## config.mk

```make
export PLATFORM = sky130hd
export DESIGN_NAME = ucr_ctrl_handler
export DESIGN_NICKNAME = d
export VERILOG_FILES = /design/src/rtl/ucr_pkg.sv /design/src/rtl/ucr_ctrl_handler.sv
export VERILOG_INCLUDE_DIRS = /design/src /design/src/rtl
export SDC_FILE = /design/constraint.sdc
export NUM_CORES = 1
export LEC_CHECK = 0
export ABC_CLOCK_PERIOD_IN_PS = 6300
export BUFFER_PORTS_ARGS = -buffer_cell sky130_fd_sc_hd__buf_2
export CORE_MARGIN = 4
export CORE_UTILIZATION = 40
export CTS_CLUSTER_SIZE = 24
export DETAILED_ROUTE_END_ITERATION = 12
export GPL_ROUTABILITY_DRIVEN = 0
export PLACE_DENSITY = 0.7
export SLEW_MARGIN = 40
export SYNTH_ARGS = -nofsm -noshare
export SYNTH_HDL_FRONTEND = slang
export SYNTH_SLANG_ARGS = --single-unit
```

## constraint.sdc

```tcl
create_clock -name clk -period 6.3 [get_ports clk]
set_clock_uncertainty 0.2 [all_clocks]
set_input_delay 1.26 -clock clk [delete_from_list [all_inputs] [get_ports clk]]
set_output_delay 1.26 -clock clk [all_outputs]
set_load 0.02 [all_outputs]
```

## src/rtl/ucr_cfg.svh

```systemverilog
// constants of the endpoint-0 control request handler
`ifndef UCR_CFG_SVH
`define UCR_CFG_SVH
`define UCR_RT_VEND_OUT 8'h40
`define UCR_RT_VEND_IN 8'hc0
`define UCR_RT_DEV_IN 8'h80
`define UCR_RT_IF_IN 8'h81
`define UCR_RT_EP_IN 8'h82
`define UCR_RT_DEV_OUT 8'h00
`define UCR_RT_EP_OUT 8'h02
`define UCR_RQ_VEND_WR 8'hf1
`define UCR_RQ_VEND_RD 8'hf0
`define UCR_RQ_GET_STATUS 8'h00
`define UCR_RQ_CLR_FEAT 8'h01
`define UCR_RQ_SET_FEAT 8'h03
`define UCR_RQ_GET_DESC 8'h06
`define UCR_RQ_GET_CFG 8'h08
`define UCR_RQ_SET_CFG 8'h09
`define UCR_RQ_GET_IF 8'h0a
`define UCR_FEAT_WAKEUP 16'h0001
`define UCR_FEAT_HALT 16'h0000
`define UCR_DV_DEVICE 16'h0100
`define UCR_DV_CONFIG 16'h0200
`define UCR_DV_LANGS 16'h0300
`define UCR_DT_STRING 8'h03
`define UCR_DEV_DESC_LEN 16'h0012
`define UCR_CFG_DESC_LEN 16'h0027
`define UCR_LANG_DESC_LEN 16'h0004
`define UCR_STATUS_LEN 16'h0002
`define UCR_ONE_BYTE_LEN 16'h0001
`define UCR_SELF_POWERED 1'b1
`define UCR_OFF_CTRL 8'h00
`define UCR_OFF_STAT 8'h04
`define UCR_CTRL_RST 1'b1
`define UCR_CTRL_EN_BIT 0
`define UCR_STAT_CFG_LSB 8
`endif

```

## src/rtl/ucr_pkg.sv

```systemverilog
// types of the endpoint-0 control request handler
`default_nettype none
package ucr_pkg;
  typedef enum logic [2:0] {
    ST_IDLE = 3'b001,
    ST_WRITE = 3'b010,
    ST_SEND = 3'b100
  } ucr_state_t;
  typedef enum logic [2:0] {
    K_DEV = 3'h0,
    K_CFG = 3'h1,
    K_LANG = 3'h2,
    K_STR = 3'h3,
    K_STAT = 3'h4,
    K_VRD = 3'h5
  } ucr_kind_t;
endpackage : ucr_pkg
`default_nettype wire

```

## src/rtl/ucr_ctrl_handler.sv

```systemverilog
// endpoint-0 control request handler with AHB-Lite status/control slave
//
// Register access over AHB-Lite and the register offsets were chosen for this implementation.
`include "ucr_cfg.svh"
`default_nettype none
// Notes on behaviour
// vendor write is type 40, request F1; index low byte is first register
// length-one vendor write stores the value low byte at the index
// longer vendor writes store data-stage bytes to consecutive registers
// burst bytes arrive in 8-byte OUT packets, last one shorter
// device status returns wakeup flag in bit 1, self powered bit 0
// endpoint status decodes 00/80,81,02,83 and returns that halt flag
// device descriptor is 18 bytes with the fixed fields and eeprom ids
// every reply is cut to the setup length field
// configuration set is 39 bytes, attributes E0, power from eeprom
// interface descriptor: three endpoints, class FF, subclass E0, FF
// bulk endpoints 81 and 02, attribute 02, 64-byte packets
// interrupt endpoint 83, attribute 03, 8 bytes, eeprom interval
// string index 0 returns 04 03 09 04
// strings 1..3 reply length, type 03, then the eeprom string
// interface status two zeros, get-interface zero, get-config value
// feature requests set or clear wakeup and endpoint halt flags
// vendor read type C0 request F0 returns consecutive registers
// zero eeprom interval disables the interrupt endpoint
module ucr_ctrl_handler (
  input wire logic clk,
  input wire logic rst_b,
  input wire logic bus_reset,
  input wire logic setup_valid,
  input wire logic [7:0] setup_req_type,
  input wire logic [7:0] setup_request,
  input wire logic [15:0] setup_value,
  input wire logic [15:0] setup_index,
  input wire logic [15:0] setup_length,
  input wire logic out_valid,
  input wire logic [7:0] out_data,
  output logic in_valid,
  output logic [7:0] in_data,
  input wire logic in_ready,
  output logic req_done,
  output logic req_stall,
  output logic reg_wr_en,
  output logic [7:0] target_register_index,
  output logic [7:0] reg_wr_data,
  output logic [7:0] reg_rd_index,
  input wire logic [7:0] reg_rd_data,
  output logic [7:0] ee_rd_addr,
  input wire logic [7:0] ee_rd_data,
  input wire logic [15:0] vendor_id,
  input wire logic [15:0] product_id,
  input wire logic [7:0] max_power,
  input wire logic [7:0] status_poll_period,
  input wire logic [7:0] manu_str_len,
  input wire logic [7:0] manu_str_word,
  input wire logic [7:0] prod_str_len,
  input wire logic [7:0] prod_str_word,
  input wire logic [7:0] serial_str_len,
  input wire logic [7:0] serial_str_word,
  output logic remote_wakeup,
  output logic endpoint0_stall_flag,
  output logic endpoint1_stall_flag,
  output logic endpoint2_stall_flag,
  output logic endpoint3_stall_flag,
  output logic int_ep_enable,
  output logic [7:0] config_value,
  input wire logic hsel,
  input wire logic [31:0] haddr,
  input wire logic [1:0] htrans,
  input wire logic hwrite,
  input wire logic [2:0] hsize,
  input wire logic [31:0] hwdata,
  input wire logic hready,
  output logic hreadyout,
  output logic hresp,
  output logic [31:0] hrdata
);
  ucr_pkg::ucr_state_t state_ff;
  ucr_pkg::ucr_kind_t kind_ff;
  logic [15:0] tx_len_ff, tx_cnt_ff, wr_len_ff, wr_cnt_ff;
  logic [7:0] rd_ptr_ff, wr_idx_ff, stat_ff, str_len_ff;
  logic in_valid_ff, done_ff, stall_ff, wr_en_ff;
  logic [7:0] in_data_ff, wr_data_ff, wr_tgt_ff, cfg_ff;
  logic wake_ff, int_en_ff, ctrl_en_ff, ahb_wr_ff, hready_ff;
  logic [3:0] ep_stall_ff;
  logic [7:0] ahb_addr_ff;
  logic [31:0] hrdata_ff;

  // bytes of the fixed descriptors, eeprom fields spliced in
  function automatic logic [7:0] dev_byte(input logic [4:0] i,
                                          input logic [15:0] vid,
                                          input logic [15:0] pid);
    logic [7:0] t [0:17];
    t = '{8'h12, 8'h01, 8'h10, 8'h01, 8'hff, 8'h00, 8'hff, 8'h08,
          vid[7:0], vid[15:8], pid[7:0], pid[15:8],
          8'h01, 8'h01, 8'h01, 8'h02, 8'h03, 8'h01};
    dev_byte = (i < 5'd18) ? t[i] : 8'h00;
  endfunction : dev_byte

  // config, interface, two bulk and one interrupt endpoint, 39 bytes
  function automatic logic [7:0] cfg_byte(input logic [5:0] i,
                                          input logic [7:0] pwr,
                                          input logic [7:0] ivl);
    logic [7:0] t [0:38];
    t = '{8'h09, 8'h02, 8'h27, 8'h00, 8'h01, 8'h00, 8'h00, 8'he0, pwr,
          8'h09, 8'h04, 8'h00, 8'h00, 8'h03, 8'hff, 8'he0, 8'hff, 8'h00,
          8'h07, 8'h05, 8'h81, 8'h02, 8'h40, 8'h00, 8'h00,
          8'h07, 8'h05, 8'h02, 8'h02, 8'h40, 8'h00, 8'h00,
          8'h07, 8'h05, 8'h83, 8'h03, 8'h08, 8'h00, ivl};
    cfg_byte = (i < 6'd39) ? t[i] : 8'h00;
  endfunction : cfg_byte

  function automatic logic [15:0] min16(input logic [15:0] a,
                                        input logic [15:0] b);
    min16 = (a < b) ? a : b;
  endfunction : min16

  wire srst = !rst_b || bus_reset;
  wire [7:0] idx_lo = setup_index[7:0];
  wire [7:0] dsc_idx = setup_value[7:0];
  wire rq_clr = setup_request == `UCR_RQ_CLR_FEAT;
  wire rq_set = setup_request == `UCR_RQ_SET_FEAT;
  // the endpoint number sits in the two low index bits for all four
  wire ep_ok = idx_lo == 8'h00 || idx_lo == 8'h80 || idx_lo == 8'h81 ||
               idx_lo == 8'h02 || idx_lo == 8'h83;
  wire [1:0] ep_num = idx_lo[1:0];
  wire str_ok = dsc_idx >= 8'h01 && dsc_idx <= 8'h03;
  wire [7:0] sel_len = dsc_idx == 8'h01 ? manu_str_len :
                       dsc_idx == 8'h02 ? prod_str_len : serial_str_len;
  wire [7:0] sel_word = dsc_idx == 8'h01 ? manu_str_word :
                        dsc_idx == 8'h02 ? prod_str_word : serial_str_word;

  wire q_vwr = setup_req_type == `UCR_RT_VEND_OUT &&
               setup_request == `UCR_RQ_VEND_WR &&
               setup_index[15:8] == 8'h00;
  wire q_vrd = setup_req_type == `UCR_RT_VEND_IN &&
               setup_request == `UCR_RQ_VEND_RD;
  wire q_gsd = setup_req_type == `UCR_RT_DEV_IN &&
               setup_request == `UCR_RQ_GET_STATUS;
  wire q_gsi = setup_req_type == `UCR_RT_IF_IN &&
               setup_request == `UCR_RQ_GET_STATUS;
  wire q_gse = setup_req_type == `UCR_RT_EP_IN &&
               setup_request == `UCR_RQ_GET_STATUS && ep_ok;
  wire q_gd = setup_req_type == `UCR_RT_DEV_IN &&
              setup_request == `UCR_RQ_GET_DESC;
  wire q_gdd = q_gd && setup_value == `UCR_DV_DEVICE;
  wire q_gdc = q_gd && setup_value == `UCR_DV_CONFIG;
  wire q_gdl = q_gd && setup_value == `UCR_DV_LANGS;
  wire q_gds = q_gd && setup_value[15:8] == `UCR_DT_STRING && str_ok;
  wire q_gcf = setup_req_type == `UCR_RT_DEV_IN &&
               setup_request == `UCR_RQ_GET_CFG;
  wire q_gif = setup_req_type == `UCR_RT_IF_IN &&
               setup_request == `UCR_RQ_GET_IF;
  wire q_scf = setup_req_type == `UCR_RT_DEV_OUT &&
               setup_request == `UCR_RQ_SET_CFG;
  wire q_fwk = setup_req_type == `UCR_RT_DEV_OUT && (rq_clr || rq_set) &&
               setup_value == `UCR_FEAT_WAKEUP;
  wire q_fep = setup_req_type == `UCR_RT_EP_OUT && (rq_clr || rq_set) &&
               setup_value == `UCR_FEAT_HALT && ep_ok;

  wire q_in = q_vrd || q_gsd || q_gsi || q_gse || q_gdd || q_gdc ||
              q_gdl || q_gds || q_gcf || q_gif;
  wire q_burst = q_vwr && setup_length > 16'h0001;
  wire q_single = q_vwr && setup_length == 16'h0001;
  wire q_nodata = q_scf || q_fwk || q_fep || (q_vwr && !q_burst);
  // disabled by software: every request is refused with a stall
  wire accept = ctrl_en_ff && (q_in || q_nodata || q_burst);
  wire take = setup_valid && accept;

  wire ucr_pkg::ucr_kind_t dec_kind =
    q_gdd ? ucr_pkg::K_DEV : q_gdc ? ucr_pkg::K_CFG :
    q_gdl ? ucr_pkg::K_LANG : q_gds ? ucr_pkg::K_STR :
    q_vrd ? ucr_pkg::K_VRD : ucr_pkg::K_STAT;
  wire [15:0] dec_len = q_gdd ? `UCR_DEV_DESC_LEN :
                        q_gdc ? `UCR_CFG_DESC_LEN :
                        q_gdl ? `UCR_LANG_DESC_LEN :
                        q_gds ? {8'h00, sel_len} :
                        q_vrd ? setup_length :
                        (q_gcf || q_gif) ? `UCR_ONE_BYTE_LEN :
                        `UCR_STATUS_LEN;
  wire [7:0] dec_stat = q_gsd ? {6'h00, wake_ff, `UCR_SELF_POWERED} :
                        q_gse ? {7'h00, ep_stall_ff[ep_num]} :
                        q_gcf ? cfg_ff : 8'h00;
  // strings sit at a word offset in the eeprom, length and type first
  wire [7:0] dec_ptr = q_vrd ? idx_lo : {sel_word[6:0], 1'b0};

  wire ld = !in_valid_ff || in_ready;
  wire tx_more = tx_cnt_ff < tx_len_ff;
  wire wr_last = wr_cnt_ff + 16'h0001 == wr_len_ff;
  wire [7:0] cur_byte =
    kind_ff == ucr_pkg::K_DEV ?
      dev_byte(tx_cnt_ff[4:0], vendor_id, product_id) :
    kind_ff == ucr_pkg::K_CFG ?
      cfg_byte(tx_cnt_ff[5:0], max_power, status_poll_period) :
    kind_ff == ucr_pkg::K_LANG ?
      (tx_cnt_ff[1:0] == 2'd0 ? 8'h04 : tx_cnt_ff[1:0] == 2'd1 ? 8'h03 :
       tx_cnt_ff[1:0] == 2'd2 ? 8'h09 : 8'h04) :
    kind_ff == ucr_pkg::K_STR ?
      (tx_cnt_ff == 16'h0000 ? str_len_ff :
       tx_cnt_ff == 16'h0001 ? `UCR_DT_STRING : ee_rd_data) :
    kind_ff == ucr_pkg::K_VRD ? reg_rd_data :
    (tx_cnt_ff == 16'h0000 ? stat_ff : 8'h00);

  always_ff @(posedge clk) begin
    if (srst) begin
      state_ff <= ucr_pkg::ST_IDLE;
      kind_ff <= ucr_pkg::K_STAT;
      tx_len_ff <= 16'h0000;
      wr_len_ff <= 16'h0000;
      stat_ff <= 8'h00;
      str_len_ff <= 8'h00;
    end else if (setup_valid) begin
      state_ff <= !accept ? ucr_pkg::ST_IDLE :
                  q_in ? ucr_pkg::ST_SEND :
                  q_burst ? ucr_pkg::ST_WRITE : ucr_pkg::ST_IDLE;
      kind_ff <= dec_kind;
      tx_len_ff <= min16(dec_len, setup_length);
      wr_len_ff <= setup_length;
      stat_ff <= dec_stat;
      str_len_ff <= sel_len;
    end else begin
      case (state_ff)
        ucr_pkg::ST_SEND: begin
          if (ld && !tx_more) begin
            state_ff <= ucr_pkg::ST_IDLE;
          end
        end
        ucr_pkg::ST_WRITE: begin
          if (out_valid && wr_last) begin
            state_ff <= ucr_pkg::ST_IDLE;
          end
        end
        default: state_ff <= ucr_pkg::ST_IDLE;
      endcase
    end
  end

  // data stage counters and the read pointer shared by registers and eeprom
  always_ff @(posedge clk) begin
    if (srst) begin
      tx_cnt_ff <= 16'h0000;
      rd_ptr_ff <= 8'h00;
      wr_cnt_ff <= 16'h0000;
      wr_idx_ff <= 8'h00;
    end else if (setup_valid) begin
      tx_cnt_ff <= 16'h0000;
      rd_ptr_ff <= dec_ptr;
      wr_cnt_ff <= 16'h0000;
      wr_idx_ff <= idx_lo;
    end else if (state_ff == ucr_pkg::ST_SEND && ld && tx_more) begin
      tx_cnt_ff <= tx_cnt_ff + 16'h0001;
      rd_ptr_ff <= rd_ptr_ff + 8'h01;
    end else if (state_ff == ucr_pkg::ST_WRITE && out_valid) begin
      wr_cnt_ff <= wr_cnt_ff + 16'h0001;
      wr_idx_ff <= wr_idx_ff + 8'h01;
    end
  end

  always_ff @(posedge clk) begin
    if (srst || setup_valid) begin
      in_valid_ff <= 1'b0;
      in_data_ff <= 8'h00;
    end else if (state_ff == ucr_pkg::ST_SEND && ld) begin
      in_valid_ff <= tx_more;
      in_data_ff <= tx_more ? cur_byte : 8'h00;
    end
  end

  // register writes: single from the value field, burst from the data stage
  always_ff @(posedge clk) begin
    if (srst) begin
      wr_en_ff <= 1'b0;
      wr_data_ff <= 8'h00;
      wr_tgt_ff <= 8'h00;
    end else if (take && q_single) begin
      wr_en_ff <= 1'b1;
      wr_data_ff <= setup_value[7:0];
      wr_tgt_ff <= idx_lo;
    end else begin
      wr_en_ff <= !setup_valid && state_ff == ucr_pkg::ST_WRITE && out_valid;
      wr_data_ff <= out_data;
      wr_tgt_ff <= wr_idx_ff;
    end
  end

  always_ff @(posedge clk) begin
    if (srst) begin
      done_ff <= 1'b0;
      stall_ff <= 1'b0;
    end else begin
      done_ff <= (take && q_nodata) ||
        (!setup_valid && state_ff == ucr_pkg::ST_SEND && ld && !tx_more) ||
        (!setup_valid && state_ff == ucr_pkg::ST_WRITE && out_valid &&
         wr_last);
      stall_ff <= setup_valid && !accept;
    end
  end

  // device state changed by feature and configuration requests; interrupt enable follows the eeprom interval
  always_ff @(posedge clk) begin
    if (srst) begin
      wake_ff <= 1'b0;
      ep_stall_ff <= 4'h0;
      cfg_ff <= 8'h00;
      int_en_ff <= 1'b0;
    end else begin
      int_en_ff <= status_poll_period != 8'h00;
      if (take && q_fwk) begin
        wake_ff <= rq_set;
      end
      if (take && q_fep) begin
        ep_stall_ff[ep_num] <= rq_set;
      end
      if (take && q_scf) begin
        cfg_ff <= setup_value[7:0];
      end
    end
  end

  // ahb-lite slave, zero wait states, always OKAY
  wire ahb_go = hsel && htrans[1] && hready;
  wire [31:0] stat_word = {16'h0000, cfg_ff, 1'b0,
                           state_ff != ucr_pkg::ST_IDLE, int_en_ff,
                           ep_stall_ff, wake_ff};
  wire [31:0] rd_mux = haddr[7:0] == `UCR_OFF_CTRL ? {31'h0, ctrl_en_ff} :
                       haddr[7:0] == `UCR_OFF_STAT ? stat_word : 32'h0;

  always_ff @(posedge clk) begin
    if (!rst_b) begin
      ahb_wr_ff <= 1'b0;
      ahb_addr_ff <= 8'h00;
      hrdata_ff <= 32'h0;
      hready_ff <= 1'b1;
      ctrl_en_ff <= `UCR_CTRL_RST;
    end else begin
      hready_ff <= 1'b1;
      ahb_wr_ff <= ahb_go && hwrite;
      ahb_addr_ff <= haddr[7:0];
      if (ahb_go && !hwrite) begin
        hrdata_ff <= rd_mux;
      end
      if (ahb_wr_ff && ahb_addr_ff == `UCR_OFF_CTRL) begin
        ctrl_en_ff <= hwdata[`UCR_CTRL_EN_BIT];
      end
    end
  end

  assign in_valid = in_valid_ff;
  assign in_data = in_data_ff;
  assign req_done = done_ff;
  assign req_stall = stall_ff;
  assign reg_wr_en = wr_en_ff;
  assign target_register_index = wr_tgt_ff;
  assign reg_wr_data = wr_data_ff;
  assign reg_rd_index = rd_ptr_ff;
  assign ee_rd_addr = rd_ptr_ff;
  assign remote_wakeup = wake_ff;
  assign endpoint0_stall_flag = ep_stall_ff[0];
  assign endpoint1_stall_flag = ep_stall_ff[1];
  assign endpoint2_stall_flag = ep_stall_ff[2];
  assign endpoint3_stall_flag = ep_stall_ff[3];
  assign int_ep_enable = int_en_ff;
  assign config_value = cfg_ff;
  assign hreadyout = hready_ff;
  assign hresp = 1'b0;
  assign hrdata = hrdata_ff;
endmodule : ucr_ctrl_handler
`default_nettype wire

```

==> implementation parameters <==
Parameter                              Value

Floorplanning
  Width of the die ... 173 µm
  Die height ... 173 µm
  Die area ... between 20000 and 30000 µm²
  Core region area ... 26900 µm²
  Initial cell density of the core ... between 40% and 50%
  Number of top-level pins ... 354
  Cell row count ... 60

Synth
  Syn Area/Cell ... ~8 µm²
  Ys async rst share ... 0%
  Gate count of the mapped netlist ... approximately 1400
  Predominant post-synthesis flop cell ... sky130_fd_sc_hd__dfxtp_1
  Share of the yosys chip area belonging to registers ... between 30 and 40%
  Synthesized flop and latch total ... 169
  Post-synthesis cell area ... 10900 µm²
  Number of flops mapped to enable cells by yosys ... 0
  Number of distinct library cell variants in the gate-level netlist after synthesis ... 81
  Number of warnings issued by yosys ... 0

Timing
  Final worst path period share ... 81.4%
  Worst-margin pin slew ... around 0.77 ns
  Number of hold violations in the final report ... 0
  Remaining max-slew budget at the tightest pin ... 47.1%
  Setup-violating endpoint count in the final report ... 0
  Period minus WS final ... 5.13 ns
  Max-slew violations ... 0
  Unrepaired setup endpoints after global routing ... no
  Peak clock frequency supported by timing ... 195 MHz
  Final total negative setup slack ... 0 ns
  Post-layout worst setup margin ... 1.17 ns

Final layout
  Diodes inserted ... 0
  Filler Cell Count ... 2658
  Share of layout cells above drive strength 1 ... 22.5%
  Area Overhead vs Synth ... 20.0%
  Commonest non-fill, non-tap cell in the layout ... sky130_fd_sc_hd__buf_2
  Storage cell area ... approximately 3400 µm²
  Highest-count cells in the layout ignoring fill and taps ... sky130_fd_sc_hd__buf_2, sky130_fd_sc_hd__dfxtp_1, sky130_fd_sc_hd__nor2_1
  Area of combinational cells with multiple inputs ... 6890 µm²
  Final net count ... 1881
  Non-Filler Cell Area, Final ... 13100 µm²

Setup path
  Startpoint types ... input pin
  Type of the setup path with the least slack ... input pin to register
  Path depth of the worst reg2reg path ... 9
  Worst reg2reg endpoint ... tx_cnt_ff[8]
  Worst-case register-to-register setup slack ... ~2.5 ns
  Cells along the critical path ... buf_2, nor4_1, nand4_2, nor4_4, o21ai_0, a22oi_1, ha_1, a211oi_1, o221ai_1, a21oi_1, o21ai_1, o31ai_2, buf_4, a21oi_2, a22o_1
  Crit path buf inv count ... 2
  Data required time of the worst path ... 6.43 ns
  Max incr delay on CP ... between 0.6 and 0.7 ns
  Endpoint type of the worst setup path ... register
  Cell with the biggest individual delay on the critical path ... sky130_fd_sc_hd__nor4_1
  Kind of cell adding the most delay to the critical path ... compound AO/OA/AOI/OAI gates
  Reg-to-reg critical path startpoint ... tx_cnt_ff[5]
  Critical-path maximum fanout ... 11
  Arrival time of data at the critical path endpoint ... 5.26 ns

Drt
  Number of remaining DRC errors ... 0
  Vias per cell ... ~5.8
  Initial DRT Pass Iterations ... 5
  Detailed router's first-iteration violation count ... about 1200
  Drt total wl ... around 38000 µm
  Wire length per cell ... approximately 20 µm
  Post-detailed-route count of antenna-violating nets ... 0
  Vias ... 11300

Power
  Flop pwr share ... between 40% and 50%
  Clock group share of total power ... between 40% and 50%
  Part of the total power dissipated in combinational logic ... between 10 and 15%
  Internal Power ... 0.00177 W
  Power dissipated by switching net loads ... just over 0.0007 W
  Ratio of total power to cell area ... 190 nW/µm²
  Leakage ... 5.43 nW
  Worst ir drop on vdd ... 153 µV
  Total power draw ... 0.00248 W
  Fraction of power spent switching nets ... 28.7%

Clocking
  Insertion delay of the later-clocked pin in the worst-skew pair ... 0.45 ns
  Count of cells resized by post-cts repair ... 0
  Hold buffer count at CTS ... 0
  CTS H-Tree Depth ... 4
  Inserted Clock Buffers ... 17
  CTS tree ... yes
  Clock Sink Count ... between 150 and 200
  Clock slew at the register clock pins of the worst setup and hold paths ... ~0.08 ns
  Clock Tree Buf Depth ... 2
  Root buffer cell ... sky130_fd_sc_hd__clkbuf_16
  Buffers inserted during post-CTS setup optimization ... 0

Run status
  Outcome ... finished clean

GRT
  Antenna violations before repair ... 1
  Total gr overflow ... 0
  Overall track demand over capacity in global routing ... 23.7%
  Wire length of the first global-routing pass ... 57700 µm
  Vias in the first global route ... 10400
  Largest net degree at the start of global routing ... 46

Worst hold path
  Hold WC Path Type ... register to register
  Worst hold path endpoint ... in_data[4]
  Hold path cells ... 2
  Hold path startpoint ... in_data[4]

Flow run
  Max-cap check violation count ... 0

Placed design
  Estimated wirelength of the detail-placed design ... 28400 µm
  IO buf count ... 272
  Post-detailed-placement cell area ... 12400 µm²
  DP Worst Slack ... 0.784 ns
-- worst reg2reg max path: stages, from the launching register on --
cell and delay [ns]:
sky130_fd_sc_hd__dfxtp_1 0.80, sky130_fd_sc_hd__ha_1 0.38, sky130_fd_sc_hd__a21o_1 0.16, sky130_fd_sc_hd__a211o_1 0.30, sky130_fd_sc_hd__a31o_1 0.20, sky130_fd_sc_hd__o21ai_1 0.25, sky130_fd_sc_hd__nand3_1 0.40, sky130_fd_sc_hd__buf_4 0.37
sky130_fd_sc_hd__or4_1 0.53, sky130_fd_sc_hd__a21oi_1 0.14
-- stage by stage --
step,hold slack (ns),utilization (%),cells
after detailed placement,0.240,46.0,1898
after floorplan,0.217,-,1371
after CTS,0.259,48.4,1930
final,0.250,48.6,1931
after global placement,0.238,46.0,1898
after global routing,0.282,48.6,1931
-- power by group through the flow --
stage / clock network, W / registers, W / logic, W
after CTS: 0.00114 / 0.00110 / 0.000248
after detailed placement: 0 / 0.00112 / 0.000246
final: 0.00113 / 0.00110 / 0.000254
after global routing: 0.00120 / 0.00110 / 0.000274
after floorplan: 0 / 0.00112 / 0.000129
after global placement: 0 / 0.00112 / 0.000243
-- metal layers --
| metal | global-route usage (%) | part of all wire [%] | up-vias |
|---|---|---|---|
| met1 | 31.0 | 42 | 5274 |
| met3 | 5.36 | 9.0 | 91 |
| met5 | 0 | 0.019 | - |
| met2 | 38.3 | 46 | 562 |
| met4 | 9.18 | 3.5 | 2 |
| li1 | - | - | 5361 |
-- logic make-up after synthesis --
group	Yosys count	share of synthesized area (%)
adder cells (fa/ha/maj)	42	4.83
AO/OA/AOI/OAI	326	20.2
AND/OR/NAND/NOR	531	25.1
flip-flops	169	31.1
buffers and inverters	153	6.36
XOR/XNOR	47	3.79
other	2	0.0691
multiplexers	84	8.49
-- Yosys cell counts (5+ instances only) --
cell	n	share of area (%)
sky130_fd_sc_hd__buf_1	13	0.45
sky130_fd_sc_hd__dfxtp_1	169	31
sky130_fd_sc_hd__nand2b_1	13	0.75
sky130_fd_sc_hd__nor4_1	30	1.7
sky130_fd_sc_hd__a31oi_1	11	0.63
sky130_fd_sc_hd__a22o_1	20	1.6
sky130_fd_sc_hd__nor3_1	23	1.1
sky130_fd_sc_hd__mux4_2	6	1.2
sky130_fd_sc_hd__a22oi_1	26	1.8
sky130_fd_sc_hd__or2_2	7	0.40
sky130_fd_sc_hd__buf_4	28	1.9
sky130_fd_sc_hd__a21oi_1	79	3.6
sky130_fd_sc_hd__a221oi_1	6	0.48
sky130_fd_sc_hd__mux2i_1	72	6.6
sky130_fd_sc_hd__or3_1	22	1.3
sky130_fd_sc_hd__xor2_1	20	1.6
sky130_fd_sc_hd__and3_1	10	0.58
sky130_fd_sc_hd__or4_1	11	0.76
sky130_fd_sc_hd__nand3b_1	6	0.41
sky130_fd_sc_hd__inv_1	49	1.7
sky130_fd_sc_hd__o31ai_1	13	0.90
sky130_fd_sc_hd__nor2_1	158	5.5
sky130_fd_sc_hd__o21ai_0	56	2.6
sky130_fd_sc_hd__o211ai_1	11	0.76
sky130_fd_sc_hd__nor2b_1	28	1.6
sky130_fd_sc_hd__mux2_2	6	0.62
sky130_fd_sc_hd__nand2_1	105	3.6
sky130_fd_sc_hd__xnor2_1	27	2.2
sky130_fd_sc_hd__and4_1	9	0.73
sky130_fd_sc_hd__o311ai_0	5	0.40
sky130_fd_sc_hd__nand4_1	25	1.4
sky130_fd_sc_hd__ha_1	42	4.8
sky130_fd_sc_hd__a21o_1	10	0.69
sky130_fd_sc_hd__o21a_1	8	0.55
sky130_fd_sc_hd__nand3_1	38	1.7
sky130_fd_sc_hd__nand4b_1	5	0.40
sky130_fd_sc_hd__a211oi_1	22	1.5
sky130_fd_sc_hd__o22ai_1	8	0.46
sky130_fd_sc_hd__nor4b_1	6	0.48
sky130_fd_sc_hd__and2_1	19	1.1
sky130_fd_sc_hd__clkbuf_1	57	2.0
-- final cells by class --
class                      instances  share of cell area [%]
sequential                       169                    25.9
inverter                          50                    1.44
timing repair buffer             290                    11.6
clock inverter                    15                    1.71
multi-input combinational       1049                    52.8
clock buffer                      17                    3.26
tap                              341                    3.27
-- sequential cells by signal, indices dropped and copies added (netlist names), 3 cells and up --
register / cells
reg_wr_data: 8
ep_stall_ff: 4
hrdata: 15
wr_idx_ff: 8
tx_len_ff: 16
ahb_addr_ff: 8
state_ff: 3
in_data: 8
str_len_ff: 8
stat_ff: 8
target_register_index: 8
wr_cnt_ff: 16
wr_len_ff: 16
kind_ff: 3
tx_cnt_ff: 16
config_value: 8
ee_rd_addr: 8
-- worst max path at each step --
stage          depth (start not counted)             to             start
2_1_floorplan                         14   tx_len_ff[5]  setup_request[1]
3_5_place_dp                          15   tx_len_ff[5]   setup_value[11]
3_3_place_gp                          14   tx_len_ff[5]  setup_request[1]
4_1_cts                               15  tx_len_ff[15]   setup_value[11]
6_report                              15   tx_len_ff[8]   setup_value[11]
5_1_grt                               15  tx_len_ff[15]   setup_value[11]
Power figures use the tool's default switching activity.
